[config.mk]
export PLATFORM = sky130hd
export DESIGN_NAME = kbd_mode_ctrl
export DESIGN_NICKNAME = d
export VERILOG_FILES = /design/src/kbd_mode_ctrl.v /design/src/kbd_pin_sync.v /design/src/kbd_code_mem.v
export VERILOG_INCLUDE_DIRS = /design/src
export SDC_FILE = /design/constraint.sdc
export NUM_CORES = 1
export LEC_CHECK = 0
export BUFFER_PORTS_ARGS = -buffer_cell sky130_fd_sc_hd__buf_2
export CORE_MARGIN = 1
export CORE_UTILIZATION = 56
export CTS_CLUSTER_SIZE = 28
export DETAILED_ROUTE_END_ITERATION = 10
export HOLD_SLACK_MARGIN = 0.03
export PLACE_DENSITY = 0.82
export SLEW_MARGIN = 20
export SYNTH_ARGS = -nofsm -noshare
export SYNTH_HDL_FRONTEND = slang
export SYNTH_HIERARCHICAL = 1
export SYNTH_SLANG_ARGS = --single-unit
[constraint.sdc]
create_clock -name clk_in -period 4.1 [get_ports clk_in]
set_clock_uncertainty 0.15 [all_clocks]
set_input_delay 0.41 -clock clk_in [delete_from_list [all_inputs] [get_ports clk_in]]
set_output_delay 0.41 -clock clk_in [all_outputs]
set_load 0.01 [all_outputs]
[src/kbd_mode_regs.vh]
// Constants for the keyboard mode, indicator and backlight controller
`ifndef KBD_MODE_REGS_VH
`define KBD_MODE_REGS_VH

// ****************************************
// Register offsets (byte addresses)
// ****************************************
`define CTRL_OFS 12'h000
`define STATUS_OFS 12'h004

// ****************************************
// Field positions and reset values
// ****************************************
`define CTRL_LARGE_BIT 0
`define CTRL_RST 32'h0000_0000
`define ST_CAPS_BIT 0
`define ST_NUM_BIT 1
`define ST_SEC_BIT 2
`define ST_RESTART_BIT 3
`define ST_BL_LSB 4
`define ST_BL_MSB 5

// ****************************************
// Key identifiers from the matrix scanner
// ****************************************
`define KEY_SECOND 7'h01
`define KEY_SHIFT 7'h02
`define KEY_CTRL 7'h03
`define KEY_D0 7'h10
`define KEY_D9 7'h19
`define KEY_F1 7'h21
`define KEY_F3 7'h23
`define KEY_F9 7'h29
`define KEY_F10 7'h2a
`define KEY_UP 7'h30
`define KEY_Q 7'h31
`define KEY_BKSP 7'h32
`define KEY_LIGHT 7'h33

// ****************************************
// Codes sent to the host
// ****************************************
`define CODE_NONE 8'h00
`define CODE_PGUP 8'h80
`define CODE_EXCL 8'h81
`define CODE_INS 8'h82
`define CODE_KP_BASE 8'h90

// ****************************************
// Backlight levels
// ****************************************
`define BL_OFF 2'h0
`define BL_MAX 2'h1
`define BL_MED 2'h2
`define BL_LOW 2'h3

`endif

[src/kbd_mode_ctrl.v]
// Keyboard mode, lock indicator, backlight and key code translation
`timescale 1ns/1ns
`include "kbd_mode_regs.vh"
module kbd_mode_ctrl (
   // Clock and reset
   input wire clk_in,
   input wire sys_rst_in,
   // APB slave
   input wire psel_in,
   input wire penable_in,
   input wire pwrite_in,
   input wire [11:0] paddr_in,
   input wire [31:0] pwdata_in,
   output reg [31:0] prdata_out,
   output wire pready_out,
   output reg pslverr_out,
   // Key events from the matrix scanner
   input wire key_valid_in,
   input wire [6:0] key_id_in,
   input wire key_make_in,
   output wire key_ready_out,
   // Host restart pin, low while the host reboots
   input wire host_rst_n_in,
   // Codes to the host
   output reg code_valid_out,
   output reg [7:0] code_out,
   output reg code_make_out,
   // Indicators and backlight
   output wire caps_led_out,
   output wire second_led_out,
   output wire numlock_out,
   output wire [1:0] backlight_level_out,
   output wire backlight_on_out
);

   // ****************************************
   // Declarations
   // ****************************************

   // Sequencer states
   localparam ST_IDLE = 1'b0;
   localparam ST_BRK = 1'b1;

   // Control register and derived keyboard type
   reg [31:0] ctrl;
   wire large_kbd;

   // Mode state
   reg caps;
   reg numlock;
   reg armed;
   reg [1:0] bl_level;
   reg shift_held;
   reg ctrl_held;
   reg state;

   // Host restart handling
   wire host_rst_n_sync;
   reg host_rst_n_last;
   wire host_restart;

   // Accepted key event
   wire take;
   wire take_make;
   wire take_break;

   // Translation results for a press
   reg [7:0] next_code;
   reg next_caps;
   reg next_numlock;
   reg next_armed;
   reg [1:0] next_bl_level;

   // Released key code from memory
   wire [7:0] brk_code;

   // APB decode
   wire apb_setup;
   wire apb_write;
   wire hit_ctrl;
   wire hit_status;
   wire [31:0] status_word;

   // ****************************************
   // Host restart pin synchroniser
   // ****************************************
   kbd_pin_sync #(
      .RST_VAL(1'b1)
   ) u_host_sync (
      .clk_in(clk_in),
      .sys_rst_in(sys_rst_in),
      .pin_in(host_rst_n_in),
      .level_out(host_rst_n_sync)
   );

   // Restart event is the falling edge of the filtered level
   always @(posedge clk_in or posedge sys_rst_in) begin
      if (sys_rst_in) begin
         host_rst_n_last <= 1'b1;
      end else begin
         host_rst_n_last <= host_rst_n_sync;
      end
   end

   assign host_restart = host_rst_n_last & ~host_rst_n_sync;

   // ****************************************
   // Key event acceptance
   // ****************************************

   // Ready only while no release lookup is in flight
   assign key_ready_out = (state == ST_IDLE);
   assign take = key_valid_in & key_ready_out;
   assign take_make = take & key_make_in;
   assign take_break = take & ~key_make_in;
   assign large_kbd = ctrl[`CTRL_LARGE_BIT];

   // ****************************************
   // Press translation and mode actions
   // ****************************************
   always @* begin
      // Start from current state; restart clears caps and the armed state
      next_code = {1'b0, key_id_in};
      next_caps = host_restart ? 1'b0 : caps;
      next_numlock = numlock;
      next_armed = host_restart ? 1'b0 : armed;
      next_bl_level = bl_level;
      if (key_id_in == `KEY_SECOND) begin
         // Secondary key toggles the armed state, sends nothing
         next_code = `CODE_NONE;
         next_armed = ~next_armed;
      end else if ((key_id_in == `KEY_SHIFT) || (key_id_in == `KEY_CTRL)) begin
         // Modifiers pass through and keep the armed state
         next_code = {1'b0, key_id_in};
      end else if (next_armed) begin
         // Second keystroke of a secondary sequence
         next_armed = 1'b0;
         if (key_id_in == `KEY_F1) begin
            // Caps-lock inversion
            next_code = `CODE_NONE;
            next_caps = ~next_caps;
         end else if (key_id_in == `KEY_F10) begin
            // Backlight or num-lock, never sent to host
            next_code = `CODE_NONE;
            if (ctrl_held) begin
               // Ctrl backlight toggles between off and maximum on either keyboard type
               next_bl_level = (bl_level == `BL_OFF) ? `BL_MAX : `BL_OFF;
            end else if (shift_held) begin
               // Shift selects num-lock
               next_numlock = ~numlock;
            end
            // Plain secondary F10 changes nothing on the backlight
         end else if ((key_id_in >= `KEY_F3) && (key_id_in <= `KEY_F9)) begin
            // Unused secondary functions
            next_code = `CODE_NONE;
         end else if (key_id_in == `KEY_UP) begin
            // Up-arrow becomes page-up
            next_code = `CODE_PGUP;
         end else if (key_id_in == `KEY_Q) begin
            // Q becomes exclamation mark
            next_code = `CODE_EXCL;
         end else if (key_id_in == `KEY_BKSP) begin
            // Backspace becomes insert
            next_code = `CODE_INS;
         end else begin
            // Digits and all others send their row code
            next_code = {1'b0, key_id_in};
         end
      end else if ((key_id_in >= `KEY_D0) && (key_id_in <= `KEY_D9)) begin
         // Unarmed digits send keypad codes
         next_code = `CODE_KP_BASE + {1'b0, key_id_in - `KEY_D0};
      end else if ((key_id_in == `KEY_LIGHT) && large_kbd) begin
         // Large keyboard light key steps the level
         next_code = `CODE_NONE;
         next_bl_level = bl_level + 2'h1;
      end
   end

   // ****************************************
   // Code memory for release events
   // ****************************************
   kbd_code_mem u_code_mem (
      .clk_in(clk_in),
      .sys_rst_in(sys_rst_in),
      .wr_en_in(take_make),
      .wr_addr_in(key_id_in),
      .wr_data_in(next_code),
      .rd_en_in(take_break),
      .rd_addr_in(key_id_in),
      .rd_data_out(brk_code)
   );

   // ****************************************
   // Mode state registers
   // ****************************************
   always @(posedge clk_in or posedge sys_rst_in) begin
      if (sys_rst_in) begin
         caps <= 1'b0;
         numlock <= 1'b0;
         armed <= 1'b0;
         bl_level <= `BL_OFF;
      end else if (take_make) begin
         // Press applies the translated actions in this cycle
         caps <= next_caps;
         numlock <= next_numlock;
         armed <= next_armed;
         bl_level <= next_bl_level;
      end else if (host_restart) begin
         // Host reboot clears caps and armed state only
         caps <= 1'b0;
         armed <= 1'b0;
      end
   end

   // ****************************************
   // Held modifier tracking
   // ****************************************
   always @(posedge clk_in or posedge sys_rst_in) begin
      if (sys_rst_in) begin
         shift_held <= 1'b0;
         ctrl_held <= 1'b0;
      end else if (take) begin
         // Make sets, break clears
         if (key_id_in == `KEY_SHIFT) begin
            shift_held <= key_make_in;
         end
         if (key_id_in == `KEY_CTRL) begin
            ctrl_held <= key_make_in;
         end
      end
   end

   // ****************************************
   // Release lookup sequencer
   // ****************************************
   always @(posedge clk_in or posedge sys_rst_in) begin
      if (sys_rst_in) begin
         state <= ST_IDLE;
      end else begin
         case (state)
            ST_IDLE: begin
               // A release waits one cycle for the stored code
               if (take_break) begin
                  state <= ST_BRK;
               end
            end
            ST_BRK: begin
               // Stored code is now on the memory output
               state <= ST_IDLE;
            end
            default: begin
               state <= ST_IDLE;
            end
         endcase
      end
   end

   // ****************************************
   // Host code output
   // ****************************************
   always @(posedge clk_in or posedge sys_rst_in) begin
      if (sys_rst_in) begin
         code_valid_out <= 1'b0;
         code_out <= `CODE_NONE;
         code_make_out <= 1'b0;
      end else begin
         code_valid_out <= 1'b0;
         if (take_make && (next_code != `CODE_NONE)) begin
            // Press code
            code_valid_out <= 1'b1;
            code_out <= next_code;
            code_make_out <= 1'b1;
         end else if ((state == ST_BRK) && (brk_code != `CODE_NONE)) begin
            // Release uses the code sent at press
            code_valid_out <= 1'b1;
            code_out <= brk_code;
            code_make_out <= 1'b0;
         end
      end
   end

   // ****************************************
   // Indicators and backlight
   // ****************************************
   assign caps_led_out = caps;
   assign second_led_out = armed;
   assign numlock_out = numlock;
   assign backlight_level_out = bl_level;
   assign backlight_on_out = (bl_level != `BL_OFF);

   // ****************************************
   // APB slave, zero wait states
   // ****************************************
   assign pready_out = 1'b1;
   assign apb_setup = psel_in & ~penable_in;
   assign apb_write = psel_in & penable_in & pwrite_in;
   assign hit_ctrl = (paddr_in == `CTRL_OFS);
   assign hit_status = (paddr_in == `STATUS_OFS);

   // Status word assembled from live state
   assign status_word = {26'h000_0000, bl_level, ~host_rst_n_sync, armed, numlock, caps};

   // Control register write in the access phase
   always @(posedge clk_in or posedge sys_rst_in) begin
      if (sys_rst_in) begin
         ctrl <= `CTRL_RST;
      end else if (apb_write && hit_ctrl) begin
         // Only the keyboard type bit is implemented
         ctrl <= {31'h0000_0000, pwdata_in[`CTRL_LARGE_BIT]};
      end
   end

   // Read data and error captured in the setup cycle
   always @(posedge clk_in or posedge sys_rst_in) begin
      if (sys_rst_in) begin
         prdata_out <= 32'h0000_0000;
         pslverr_out <= 1'b0;
      end else if (apb_setup) begin
         // Unmapped addresses answer zero with an error
         pslverr_out <= ~(hit_ctrl | hit_status);
         if (pwrite_in) begin
            prdata_out <= 32'h0000_0000;
         end else if (hit_ctrl) begin
            prdata_out <= ctrl;
         end else if (hit_status) begin
            prdata_out <= status_word;
         end else begin
            prdata_out <= 32'h0000_0000;
         end
      end
   end

endmodule

[src/kbd_pin_sync.v]
// Three-stage pin synchroniser with agreement filter
`timescale 1ns/1ns
module kbd_pin_sync #(
   parameter RST_VAL = 1'b1
) (
   // Clock and reset
   input wire clk_in,
   input wire sys_rst_in,
   // Asynchronous pin and filtered level
   input wire pin_in,
   output reg level_out
);

   // Three flip-flop chain
   reg meta;
   reg stage2;
   reg stage3;

   // ****************************************
   // Sample the pin; accept a change once stages two and three agree
   // ****************************************
   always @(posedge clk_in or posedge sys_rst_in) begin
      if (sys_rst_in) begin
         meta <= RST_VAL;
         stage2 <= RST_VAL;
         stage3 <= RST_VAL;
         level_out <= RST_VAL;
      end else begin
         meta <= pin_in;
         stage2 <= meta;
         stage3 <= stage2;
         // Only agreeing late stages update the level
         if (stage2 == stage3) begin
            level_out <= stage3;
         end
      end
   end

endmodule

[src/kbd_code_mem.v]
// Per-key memory of the code sent at press, read back at release
`timescale 1ns/1ns
`include "kbd_mode_regs.vh"
module kbd_code_mem (
   // Clock and reset
   input wire clk_in,
   input wire sys_rst_in,
   // Write port
   input wire wr_en_in,
   input wire [6:0] wr_addr_in,
   input wire [7:0] wr_data_in,
   // Read port, data one cycle later
   input wire rd_en_in,
   input wire [6:0] rd_addr_in,
   output reg [7:0] rd_data_out
);

   // Code storage and per-entry valid flags
   reg [7:0] mem [0:127];
   reg [127:0] valid;

   // ****************************************
   // Storage write, no reset on the array itself
   // ****************************************
   always @(posedge clk_in) begin
      if (wr_en_in) begin
         mem[wr_addr_in] <= wr_data_in;
      end
   end

   // ****************************************
   // Valid flags and registered read
   // ****************************************
   always @(posedge clk_in or posedge sys_rst_in) begin
      if (sys_rst_in) begin
         valid <= 128'h0;
         rd_data_out <= `CODE_NONE;
      end else begin
         if (wr_en_in) begin
            valid[wr_addr_in] <= 1'b1;
         end
         // Unwritten entries read as no code
         if (rd_en_in) begin
            rd_data_out <= valid[rd_addr_in] ? mem[rd_addr_in] : `CODE_NONE;
         end
      end
   end

endmodule

==> flow_summary.ini <==
[outcome]
status = completed

[synth]
synth_xor_area_share_pct = 0.0925
synth_top_family_by_area = multiplexers
yosysUniqueCellTypes = 72
synthArstFlopShare_pct = 14.0
avgSynthCellArea_um2 = 20.0
ys_seq_area_share_pct = 73.8
synth_fa_ha_area_share_pct = 0.182
synth_edf_count = 1024
yosys_warnings = 6
synth_ff_type = edfxtp_1
syn-instance-count = 2361
yosys.area_share.simple_pct = 4.96
ys_ff_latch = 1191
synth-compound-area-share_pct = 2.27
synth.area.mux_share_pct = 16.6
synth_area_um2 = 47300

[clock_tree]
cts_tree = done
clockBufferDepth = 3
postCtsSetupBuffers = 0
cts_sinks = 1191
clk_latency_ns = 0.69
cts_root_buf = clkbuf_16
cts-htree-levels = 3
clkTransAtPathRegs_ns = 0.07
postCtsResizedCells = 0
numCtsBuffers = 111
hold_buffers = 7

[final_layout]
final_cell_area_um2 = 53700
antennaDiodeCount = 0
drive_gt1_share_pct = 33.6
syn_to_final_growth_pct = 13.5
final_nets = 2661
fin_cells = 3828
layout_common_cells = 1,024 x edfxtp_1, 309 x mux4_2, 162 x dfrtp_1
layout_commonest_cell = edfxtp_1
finalCoreUtilization_pct = 64.2

[timing]
worst_slew_pin_slew_ns = 1.16
slew_viol_final = 0
hold_viol = 0
fin_tns_setup_ns = 0
rsz0062_at_grt = no
max_freq_ghz = 0.269
fin_crit_ns = 3.72
setup_viol = 0
slew-limit-headroom_pct = 21.9
timing.final.crit_share_pct = 90.8

[critical_path]
cpMaxStageDelayCell = nor2_1
crit_fanout = 9
cp-start-kind = register
arrival_ns = 3.88
crit_top_cell = inv_1
path_cells = inv_1, nand3_1, inv_1, nor2b_1, nand2_1, nor2_1
max_stage_delay_ns = 0.88
end_kind = register
cp.required_ns = 4.26
crit_type = reg2reg

[grt]
antenna_found_initial = 1
grt_pass1_wl_um = 169000
grt_max_degree = 129
grtUsageTotal_pct = 26.9
grt_pass1_vias = 25600
grt-ovfl-total = 0

[place]
dpl-instance-area_um2 = 49800
dp.cells = 3610
place_congestion = 0.932
portBuffers = 51
dp_hpwl_um = 67100

[floorplan]
ios = 110
core_um2 = 83700
placementRows = 106
die_w_um = 293
dieHeight_um = 293
fp.dieArea_um2 = 85700
initial_core_util_pct = 56.5

[route]
viasPerCell = 6.54
ant_nets = 0
drt-pass1-iter-count = 6
via_count = 25000
first_iter_violations = 3407
post_drt_wl_per_cell_um = 29.6
drc = 0
routed_wl_um = 113000

[flow_run]
max_cap_viol_count = 0

[power_and_ir_drop]
finalPower_w = 0.0255
leakage_nw = 18.7
power.density_nw_per_um2 = 475
ir_worst_vdd_mv = 0.394

[hold_path]
hold_class = in2reg
## final timing paths
| check | cells after the start | start | slack [ns] | end |
|---|---|---|---|---|
| setup / recovery | 6 | state | 0.38 | u_code_mem/mem[0][6] |
| hold / removal | 5 | paddr_in[2] | 0.07 | prdata_out[3] |
| setup reg to reg | 6 | state | 0.38 | u_code_mem/mem[0][6] |
| hold reg to reg | 0 | u_host_sync/meta | 0.21 | u_host_sync/stage2 |
| max in group asynchronous | 4 | sys_rst_in | 2.48 | u_code_mem/valid[42] |
| min in group asynchronous | 3 | sys_rst_in | 0.17 | u_code_mem/valid[104] |
## critical path, delay by kind of cell (launching register included)
family / cells / cell delay (ns)
buf+inv: 2 / 0.50
flops: 1 / 0.47
simple gates: 4 / 2.22
## stage by stage
stage               hold slack [ns]  worst slack (ns)
floorplan                     0.195            0.0355
global placement              0.197             0.358
detailed placement            0.197             0.341
CTS                          0.0386             0.548
global route                 0.0565             0.367
finish                       0.0657             0.377
## report_power, final
group | switching [W] | internal [W] | total [W] | leakage [nW]
clock network | 0.00453 | 0.00604 | 0.0106 | 1.85
logic | 0.000900 | 0.000596 | 0.00150 | 5.42
registers | 0.0000976 | 0.0133 | 0.0134 | 11.4
## registers in the layout, indices dropped and copies added (netlist names), 2 cells and up
name                    count
backlight_level_out         2
code_out                    8
u_code_mem/mem           1024
prdata_out                  6
u_code_mem/rd_data_out      8
u_code_mem/valid          128
## cells in the mapped netlist (19+ instances only)
cell      instances  area [µm²]
buf_2            27         135
buf_4            48         360
clkbuf_1         41         154
dfrtp_1         162        4050
edfxtp_1       1024       30700
inv_1            25        93.8
mux2_2           22         248
mux2i_1          42         420
mux4_2          309        6960
nand2_1          76         285
nand3_1          30         150
nor2_1          157         589
nor2b_1          19         119
or2_2           131         820
## cell families after synthesis
| logic type | count (synthesis) |
|---|---|
| compound gates | 140 |
| flops | 1191 |
| fa+ha+maj | 7 |
| xor+xnor | 5 |
| other cells | 2 |
| simple gates | 470 |
| buf+inv | 164 |
| mux | 382 |
## metal layers
metal | track usage (%) | wire (µm) | share of wire (%) | up-vias
met5 | 0 | 13 | 0.011 | -
met4 | 11.9 | 5250 | 4.6 | 2
met3 | 5.30 | 11000 | 9.7 | 320
met2 | 44.2 | 56800 | 50 | 1721
met1 | 35.3 | 40300 | 36 | 13000
li1 | - | - | - | 9946
## layout make-up
| class | count | area [µm²] |
|---|---|---|
| Timing Repair Buffer | 235 | 1910 |
| Clock inverter | 65 | 671 |
| Sequential cell | 1191 | 34900 |
| Inverter | 26 | 108 |
| Tap cell | 1134 | 1420 |
| Multi-Input combinational cell | 1031 | 11500 |
| Fill cell | 5121 | 30000 |
| Clock buffer | 146 | 3130 |
(Power assumes the default switching activity.)
